<file path="src/logic/clock_divide_power_control_regs.svh">
// register offsets, field positions, reset values and timing counts
`ifndef CLOCK_DIVIDE_POWER_CONTROL_REGS_SVH
`define CLOCK_DIVIDE_POWER_CONTROL_REGS_SVH
`define MEM_MAP_OFS      8'hC2
`define PWR_MGMT_OFS     8'hC4
`define ACT_STATUS_OFS   8'hC5
`define TA_KEY_OFS       8'hC7
`define EVT_STATUS_OFS   8'hE0
`define EVT_MASK_OFS     8'hE1
`define WAIT_EN_BIT      7
`define CDIV_HI_BIT      7
`define CDIV_LO_BIT      6
`define SWB_BIT          5
`define XSEL_BIT         3
`define ALE_SUP_BIT      2
`define XDIS_BIT         1
`define XDATA_EN_BIT     0
`define PIP_BIT          7
`define HIP_BIT          6
`define LIP_BIT          5
`define CRYSTAL_WARM_STATUS_BIT         4
`define EVT_SWB_BIT      0
`define EVT_WARM_BIT     1
`define EVT_W            2
`define CDIV_RST         2'h1
`define CDIV_DIV4        2'h1
`define CDIV_DIV64       2'h2
`define CDIV_DIV1024     2'h3
`define CDIV_RSVD        2'h0
`define PER_DIV4         11'h004
`define PER_DIV64        11'h040
`define PER_DIV1024      11'h400
`define TA_KEY_FIRST     8'hAA
`define TA_KEY_SECOND    8'h55
`define TA_OPEN_MC       2'h3
`define WARM_CYCLES      11'h400
`define CRYSTAL_WARM_STATUS_RST         1'h1
`endif

</file>
<file path="src/logic/clock_divide_power_control_pkg.sv">
// types shared by the clock divide and power control block
package clock_divide_power_control_pkg;
  typedef enum logic [1:0] {
    TA_IDLE,
    TA_HALF,
    TA_OPEN
  } ta_state_t;
endpackage

</file>
<file path="src/logic/clock_divide_power_control.sv">
// clock divide, switchback, crystal, strobe and timed access control
// Functional notes
// divide code 01 gives 4, 10 gives 64, 11 gives 1024 clocks per cycle.
// software goes back to divide-by-4 between the 64 and 1024 settings.
// recognized external interrupt with switchback forces divide code 01.
// start bit with switchback forces divide-by-4 at the next instruction.
// crystal disable stops the crystal; set only while running from RC.
// clearing crystal disable restarts crystal; warm status sets when ready.
// warm status clears on restart or disable, reads 1 after reset.
// crystal select cannot be set while warm status is clear.
// strobe suppress hides strobe on on-chip accesses, not external ones.
// on-chip xdata enable maps the 1KB SRAM for external data moves.
// wait enable samples port 4 bit 0 wait during data moves; protected.
// in-service bits set on entry, cleared by the matching return.
// port 1 transmit activity sets while sending, clears on its flag.
// port 1 receive activity sets while receiving, clears on its flag.
// port 0 transmit and receive activity behave the same way.
// divide writes ignored while switchback is on and any activity set.
// key AAH then 55H opens a three machine cycle protected window.
// protected bits hold outside the window; wrong second key aborts.
// window closes by itself after three cycles at the current rate.
//
// The plain strobed port was chosen for this implementation.
`timescale 1ns/1ps
`include "clock_divide_power_control_regs.svh"
module clock_divide_power_control (
  input  wire logic       mclk_in,
  input  wire logic       arst_n_in,
  input  wire logic [7:0] addr_in,
  input  wire logic [7:0] wdata_in,
  input  wire logic       wr_in,
  input  wire logic       rd_in,
  output logic      [7:0] rdata_out,
  input  wire logic       ext_int_vector_in,
  input  wire logic       instr_start_in,
  input  wire logic       pd_exit_in,
  input  wire logic       pf_enter_in,
  input  wire logic       hi_enter_in,
  input  wire logic       lo_enter_in,
  input  wire logic       interrupt_return_in,
  input  wire logic       port0_tx_start_in,
  input  wire logic       port0_rx_start_in,
  input  wire logic       port0_tx_flag_in,
  input  wire logic       port0_rx_flag_in,
  input  wire logic       port1_tx_start_in,
  input  wire logic       port1_rx_start_in,
  input  wire logic       port1_tx_flag_in,
  input  wire logic       port1_rx_flag_in,
  input  wire logic       ale_req_in,
  input  wire logic       ext_access_in,
  input  wire logic       external_data_move_in,
  input  wire logic       wait_pin_in,
  output logic            machine_cycle_out,
  output logic      [1:0] clock_divide_out,
  output logic            crystal_run_out,
  output logic            crystal_select_out,
  output logic            ale_out,
  output logic            xdata_sram_en_out,
  output logic            wait_out,
  output logic            irq_out
);
  logic [7:0] mem_map_q;
  logic [7:0] pmr_q;
  logic [7:0] pmr_d;
  logic [2:0] insvc_q;
  logic [2:0] insvc_d;
  logic [3:0] act_q;
  logic [3:0] act_d;
  logic       crystal_warm_status_q;
  logic [10:0] warm_q;
  logic [10:0] div_cnt_q;
  logic [1:0] ta_cnt_q;
  logic       rx_pend_q;
  logic [`EVT_W-1:0] evt_q;
  logic [`EVT_W-1:0] evt_d;
  logic [`EVT_W-1:0] mask_q;
  clock_divide_power_control_pkg::ta_state_t ta_q;
  clock_divide_power_control_pkg::ta_state_t ta_d;

  // address decode
  wire wr_mem  = wr_in && (addr_in == `MEM_MAP_OFS);
  wire wr_pmr  = wr_in && (addr_in == `PWR_MGMT_OFS);
  wire wr_ta   = wr_in && (addr_in == `TA_KEY_OFS);
  wire wr_evt  = wr_in && (addr_in == `EVT_STATUS_OFS);
  wire wr_mask = wr_in && (addr_in == `EVT_MASK_OFS);
  wire [1:0] cdiv = pmr_q[`CDIV_HI_BIT:`CDIV_LO_BIT];
  wire [1:0] cdiv_w = wdata_in[`CDIV_HI_BIT:`CDIV_LO_BIT];
  wire switchback_enable = pmr_q[`SWB_BIT];
  wire ta_open = (ta_q == clock_divide_power_control_pkg::TA_OPEN);
  wire act_busy = |act_q;
  wire div_lock = switchback_enable && act_busy;
  wire rx_start = port0_rx_start_in || port1_rx_start_in;
  wire force_by_int = switchback_enable && ext_int_vector_in;
  wire force_by_rx = switchback_enable && rx_pend_q && instr_start_in;
  wire force_div4 = force_by_int || force_by_rx;

  // machine cycle divider
  wire [10:0] period = (cdiv == `CDIV_DIV64) ? `PER_DIV64 :
                       (cdiv == `CDIV_DIV1024) ? `PER_DIV1024 : `PER_DIV4;
  wire mc_tick = (div_cnt_q == period - 11'h001);
  wire div_change = (pmr_d[`CDIV_HI_BIT:`CDIV_LO_BIT] != cdiv);
  wire [10:0] div_cnt_d = (mc_tick || div_change) ? 11'h000 : div_cnt_q + 11'h001;

  // power management write with its guards
  wire xdis_ok = !pmr_q[`XSEL_BIT] || !wdata_in[`XDIS_BIT];
  wire xsel_ok = crystal_warm_status_q || !wdata_in[`XSEL_BIT];
  wire cdiv_ok = !div_lock && (cdiv_w != `CDIV_RSVD);
  always_comb begin
    pmr_d = pmr_q;
    if (wr_pmr) begin
      pmr_d[`SWB_BIT] = wdata_in[`SWB_BIT];
      pmr_d[`ALE_SUP_BIT] = wdata_in[`ALE_SUP_BIT];
      pmr_d[`XDATA_EN_BIT] = wdata_in[`XDATA_EN_BIT];
      if (xdis_ok) begin
        pmr_d[`XDIS_BIT] = wdata_in[`XDIS_BIT];
      end
      if (xsel_ok) begin
        pmr_d[`XSEL_BIT] = wdata_in[`XSEL_BIT];
      end
      if (cdiv_ok) begin
        pmr_d[`CDIV_HI_BIT:`CDIV_LO_BIT] = cdiv_w;
      end
    end
    if (force_div4) begin
      pmr_d[`CDIV_HI_BIT:`CDIV_LO_BIT] = `CDIV_DIV4;
    end
  end

  // crystal warm-up and status
  wire xdis_rise = pmr_d[`XDIS_BIT] && !pmr_q[`XDIS_BIT];
  wire xtal_restart = (!pmr_d[`XDIS_BIT] && pmr_q[`XDIS_BIT]) || pd_exit_in;
  wire warm_done = !pmr_q[`XDIS_BIT] && !crystal_warm_status_q && (warm_q == `WARM_CYCLES);
  wire [10:0] warm_d = (xtal_restart || pmr_q[`XDIS_BIT] || crystal_warm_status_q) ? 11'h000 :
                       (warm_q == `WARM_CYCLES) ? warm_q : warm_q + 11'h001;
  wire crystal_warm_status_d = (xdis_rise || xtal_restart) ? 1'b0 : (warm_done ? 1'b1 : crystal_warm_status_q);

  // serial activity: hardware set wins over the flag clear
  wire [3:0] act_set = {port1_tx_start_in, port1_rx_start_in,
                        port0_tx_start_in, port0_rx_start_in};
  wire [3:0] act_clr = {port1_tx_flag_in, port1_rx_flag_in,
                        port0_tx_flag_in, port0_rx_flag_in};
  assign act_d = act_set | (act_q & ~act_clr);

  // in-service: return clears the highest level being serviced
  wire [2:0] insvc_set = {pf_enter_in, hi_enter_in, lo_enter_in};
  wire [2:0] ret_clr = !interrupt_return_in ? 3'h0 :
                       insvc_q[2] ? 3'h4 : insvc_q[1] ? 3'h2 : insvc_q[0] ? 3'h1 : 3'h0;
  assign insvc_d = insvc_set | (insvc_q & ~ret_clr);

  // timed access sequencer
  always_comb begin
    ta_d = ta_q;
    case (ta_q)
      clock_divide_power_control_pkg::TA_IDLE: begin
        if (wr_ta && wdata_in == `TA_KEY_FIRST) begin
          ta_d = clock_divide_power_control_pkg::TA_HALF;
        end
      end
      clock_divide_power_control_pkg::TA_HALF: begin
        if (wr_ta && wdata_in == `TA_KEY_SECOND) begin
          ta_d = clock_divide_power_control_pkg::TA_OPEN;
        end else if (wr_in) begin
          ta_d = clock_divide_power_control_pkg::TA_IDLE;
        end
      end
      clock_divide_power_control_pkg::TA_OPEN: begin
        if (mc_tick && ta_cnt_q == `TA_OPEN_MC - 2'h1) begin
          ta_d = clock_divide_power_control_pkg::TA_IDLE;
        end
      end
      default: ta_d = clock_divide_power_control_pkg::TA_IDLE;
    endcase
  end
  wire [1:0] ta_cnt_d = !ta_open ? 2'h0 : (mc_tick ? ta_cnt_q + 2'h1 : ta_cnt_q);
  wire [7:0] mem_map_d = (wr_mem && ta_open) ? (wdata_in & 8'h80) : mem_map_q;

  // events and interrupt
  wire [`EVT_W-1:0] evt_set = {warm_done, force_div4};
  wire [`EVT_W-1:0] evt_clr = wr_evt ? wdata_in[`EVT_W-1:0] : {`EVT_W{1'b0}};
  assign evt_d = evt_set | (evt_q & ~evt_clr);

  // read mux
  wire [7:0] status_rd = {insvc_q, crystal_warm_status_q, act_q};
  wire [7:0] rd_mux = (addr_in == `MEM_MAP_OFS) ? mem_map_q :
                      (addr_in == `PWR_MGMT_OFS) ? pmr_q :
                      (addr_in == `ACT_STATUS_OFS) ? status_rd :
                      (addr_in == `EVT_STATUS_OFS) ? {6'h00, evt_q} :
                      (addr_in == `EVT_MASK_OFS) ? {6'h00, mask_q} : 8'h00;

  // pin side
  wire ale_d = ale_req_in && (ext_access_in || !pmr_q[`ALE_SUP_BIT]);
  wire wait_d = mem_map_q[`WAIT_EN_BIT] && external_data_move_in && wait_pin_in;
  wire sram_d = pmr_q[`XDATA_EN_BIT] && external_data_move_in;

  always_ff @(posedge mclk_in or negedge arst_n_in) begin
    if (!arst_n_in) begin
      pmr_q <= {`CDIV_RST, 6'h00};
      mem_map_q <= 8'h00;
      div_cnt_q <= 11'h000;
      ta_q <= clock_divide_power_control_pkg::TA_IDLE;
      ta_cnt_q <= 2'h0;
    end else begin
      pmr_q <= pmr_d;
      mem_map_q <= mem_map_d;
      div_cnt_q <= div_cnt_d;
      ta_q <= ta_d;
      ta_cnt_q <= ta_cnt_d;
    end
  end

  always_ff @(posedge mclk_in or negedge arst_n_in) begin
    if (!arst_n_in) begin
      crystal_warm_status_q <= `CRYSTAL_WARM_STATUS_RST;
      warm_q <= 11'h000;
      act_q <= 4'h0;
      insvc_q <= 3'h0;
      rx_pend_q <= 1'b0;
    end else begin
      crystal_warm_status_q <= crystal_warm_status_d;
      warm_q <= warm_d;
      act_q <= act_d;
      insvc_q <= insvc_d;
      rx_pend_q <= rx_start || (rx_pend_q && !instr_start_in);
    end
  end

  always_ff @(posedge mclk_in or negedge arst_n_in) begin
    if (!arst_n_in) begin
      evt_q <= {`EVT_W{1'b0}};
      mask_q <= {`EVT_W{1'b0}};
      irq_out <= 1'b0;
      rdata_out <= 8'h00;
    end else begin
      evt_q <= evt_d;
      mask_q <= wr_mask ? wdata_in[`EVT_W-1:0] : mask_q;
      irq_out <= |(evt_d & mask_q);
      rdata_out <= rd_in ? rd_mux : 8'h00;
    end
  end

  always_ff @(posedge mclk_in or negedge arst_n_in) begin
    if (!arst_n_in) begin
      machine_cycle_out <= 1'b0;
      clock_divide_out <= `CDIV_RST;
      crystal_run_out <= 1'b1;
      crystal_select_out <= 1'b0;
      ale_out <= 1'b0;
      xdata_sram_en_out <= 1'b0;
      wait_out <= 1'b0;
    end else begin
      machine_cycle_out <= mc_tick;
      clock_divide_out <= pmr_d[`CDIV_HI_BIT:`CDIV_LO_BIT];
      crystal_run_out <= !pmr_d[`XDIS_BIT];
      crystal_select_out <= pmr_d[`XSEL_BIT];
      ale_out <= ale_d;
      xdata_sram_en_out <= sram_d;
      wait_out <= wait_d;
    end
  end
endmodule

</file>
<file path="config.mk">
export PLATFORM = sky130hd
export DESIGN_NAME = clock_divide_power_control
export DESIGN_NICKNAME = d
export VERILOG_FILES = /design/src/logic/clock_divide_power_control_pkg.sv /design/src/logic/clock_divide_power_control.sv
export VERILOG_INCLUDE_DIRS = /design/src /design/src/logic
export SDC_FILE = /design/constraint.sdc
export NUM_CORES = 1
export LEC_CHECK = 0
export ABC_AREA = 1
export BUFFER_PORTS_ARGS = -buffer_cell sky130_fd_sc_hd__buf_2
export CAP_MARGIN = 20
export CORE_MARGIN = 4
export CORE_UTILIZATION = 55
export CTS_BUF_LIST = sky130_fd_sc_hd__clkbuf_16
export CTS_CLUSTER_SIZE = 16
export DETAILED_ROUTE_END_ITERATION = 12
export GPL_TIMING_DRIVEN = 0
export HOLD_SLACK_MARGIN = 0.06
export PLACE_DENSITY = 0.83
export SETUP_SLACK_MARGIN = 0.3
export SLEW_MARGIN = 5
export SYNTH_ARGS = -nofsm -noshare
export SYNTH_HDL_FRONTEND = slang
export SYNTH_SLANG_ARGS = --single-unit
</file>
<file path="constraint.sdc">
create_clock -name mclk_in -period 2.5 [get_ports mclk_in]
set_clock_uncertainty 0.05 [all_clocks]
set_input_delay 0.5 -clock mclk_in [delete_from_list [all_inputs] [get_ports mclk_in]]
set_output_delay 0.5 -clock mclk_in [all_outputs]
set_load 0.01 [all_outputs]
</file>
==> impl_metrics.toml <==
[outcome]
run_status = "finished, final reports clean"

[logic_synthesis]
synth_edf_count = 0
synth_seq_cells = 61
yosysWarnings = 0
postSynthAreaPerCell_sq_um = 8.829
syn_nets = 395
synth_cell_types = 39
yosysSeqAreaShare_pct = 49.24
async_flop_share_pct = 100.0
synthFlopType = "dfrtp_1"
synth_area_sq_mm = 0.003108
postSynthCellCount = 352

[setup_path]
crit_path_end_kind = "flop"
critPathMaxFanout = 3
cp-startpoint = "warm_q[0]"
critPathKind = "flop to flop"
r2r_start = "warm_q[0]"
ff2ff_path_depth = 7
worstPathRequired_ns = 2.70
cp.arrival_ns = 1.85
worst_setup_path_start_kind = "flop"
r2r-end = "warm_q[10]"
reg2reg_slack_ns = 0.85
endpoint = "warm_q[10]"

[routing]
met1_length_mm = 2.977
ant_nets = 0
viasPerCell = 5.526
drt-pass1-iter-count = 5
wire_per_inst_microns = 13.78
route.met2.wl_mm = 3.118
drt-total-wl_mm = 6.834
route.detailed.drc = 0
routed-wl-met3_microns = 480
drtIter0Drc = 154
highest_layer = "met4"
num_vias = 2741

[cells_and_area]
nNetsFinal = 462
fill_cells = 419
regArea_sq_mm = 0.001530
final_util_pct = 69.46
layout_commonest_cell = "inv_1"
area_growth_pct = 23.07
multi_input_area_sq_mm = 0.001296
final_cell_mix = "63 x inv_1, 58 x dfrtp_1, 55 x buf_2"
drive_above_1_share_pct = 25.00
diodes = 0

[clock_network]
cts_setup_buffers = 0
cts_buffers = 9
cts_root_buf = "clkbuf_16"
cts_hold_buf = 0
clock-sinks = 61
cts_tree = "built"
cts.clk_slew.worst_paths_ns = 0.05
cts_max_level = 3
cts_buffer_depth = 2
insertion_delay_ns = 0.32
cts_resized = 0

[place]
routabilityCongestion = 0.8559
port_buffers = 55
dp_hpwl_mm = 5.115
post-place-ws_ns = 0.5734

[timing]
setup_ws_ns = 0.8453
worst_pin_slew_ns = 0.6266
maxSlewViolCount = 0
fmax_ghz = 0.6044
hold_violations = 0
setup_viol = 0
period_share_pct = 66.19
holdWs_ns = 0.1252
setup_tns_ns = 0
max-slew-margin-rel_pct = 57.84
rsz0062_at_grt = "no"
final.min_clock_period_ns = 1.655

[pwr]
ir_worst_vdd_mv = 0.5207
p_leak_uw = 0.002001
totalPowerFinal_uw = 2878
power_density_mw_per_mm2 = 752.3

[floorplan]
fp.dieH_microns = 83.17
fp.coreArea_sq_mm = 0.005507
dieArea_sq_mm = 0.006917
io_pins = 56
die_w_microns = 83.17
fp-row-count = 27
start_util_pct = 56.44

[global_routing]
grt_overflow = 0
grt_max_degree = 37
grt_pass1_wl_mm = 11.85
grt_use_total_pct = 20.97
grt_antenna_before_repair = 0
grt_pass1_vias = 2681

[flow_run]
cap_violations = 0

[worst_hold_path]
hp-class = "input port to async pin"
==> how the worst min path moves through the flow <==
stage	start	endpoint	slack (ns)	cells after the start
floorplan	arst_n_in	act_q[0]	0.15	0
global placement	warm_q[10]	warm_q[10]	0.40	1
detailed placement	warm_q[10]	warm_q[10]	0.41	1
CTS	arst_n_in	warm_q[8]	0.15	1
global route	arst_n_in	warm_q[8]	0.18	1
finish	arst_n_in	warm_q[8]	0.13	1
==> state kept, by name, indices dropped and copies added (netlist names), 3 cells and up <==
register   count
div_cnt_q     11
warm_q        11
rdata_out      8
pmr_q          6
act_q          4
insvc_q        3
==> cell type report <==
type | instances | area share, %
Sequential cell | 61 | 40.01
Multi-Input combinational cell | 222 | 33.89
Timing Repair Buffer | 56 | 7.720
Inverter | 65 | 6.379
Clock buffer | 9 | 5.888
Clock inverter | 7 | 2.781
Tap cell | 72 | 2.355
Buffer | 4 | 0.9814
==> logic make-up after synthesis <==
logic type	synth area share (%)
AOI/OAI and AO/OA	12.08
DFF	49.24
adders and majority gates	1.610
xor gates and xnor gates	1.973
and+or+nand+nor	26.05
buffers and inverters	9.058
==> per-stage QoR <==
| step | instances | cell area [sq um] |
|---|---|---|
| final | 496 | 3825 |
| after global placement | 479 | 3473 |
| after global routing | 496 | 3825 |
| after floorplan | 352 | 3108 |
| after detailed placement | 480 | 3493 |
| after CTS | 496 | 3825 |
==> report_power, final <==
part | switching, uW | internal, uW | total, uW
sequential | 57.8 | 1070 | 1120
clock | 415 | 960 | 1370
combinational | 222 | 156 | 378
total | 695 | 2180 | 2880
==> synthesized netlist by cell type (all sizes together) (2+ instances only) <==
master,n,area [sq um]
inv,65,244.0
dfrtp,58,1451
nand2,57,241.5
nor2,35,187.7
o21ai,32,171.4
nor3,21,155.1
nand3,17,107.6
a21oi,10,50.05
nand4,10,62.56
nor4,6,37.54
buf,4,37.53
ha,4,50.05
o21bai,4,30.03
o22ai,4,25.02
xor2,4,35.03
dfstp,3,78.83
o211ai,3,22.52
xnor2,3,26.28
a211oi,2,15.01
a31oi,2,12.51
==> worst max-delay path, cell delays in order, from the launching register on <==
cell and delay [ns]:
dfrtp_1 0.37, ha_1 0.17, nand2_1 0.07, nor2_1 0.20, nand2_1 0.11, nor4_1 0.30
o21ai_0 0.16, a21oi_1 0.14
==> layer usage <==
metal,vias up,track usage [%]
met4,0,9.955
met5,-,0
met2,107,32.73
li1,1305,-
met1,1299,27.01
met3,30,5.853
(Power assumes the default switching activity.)
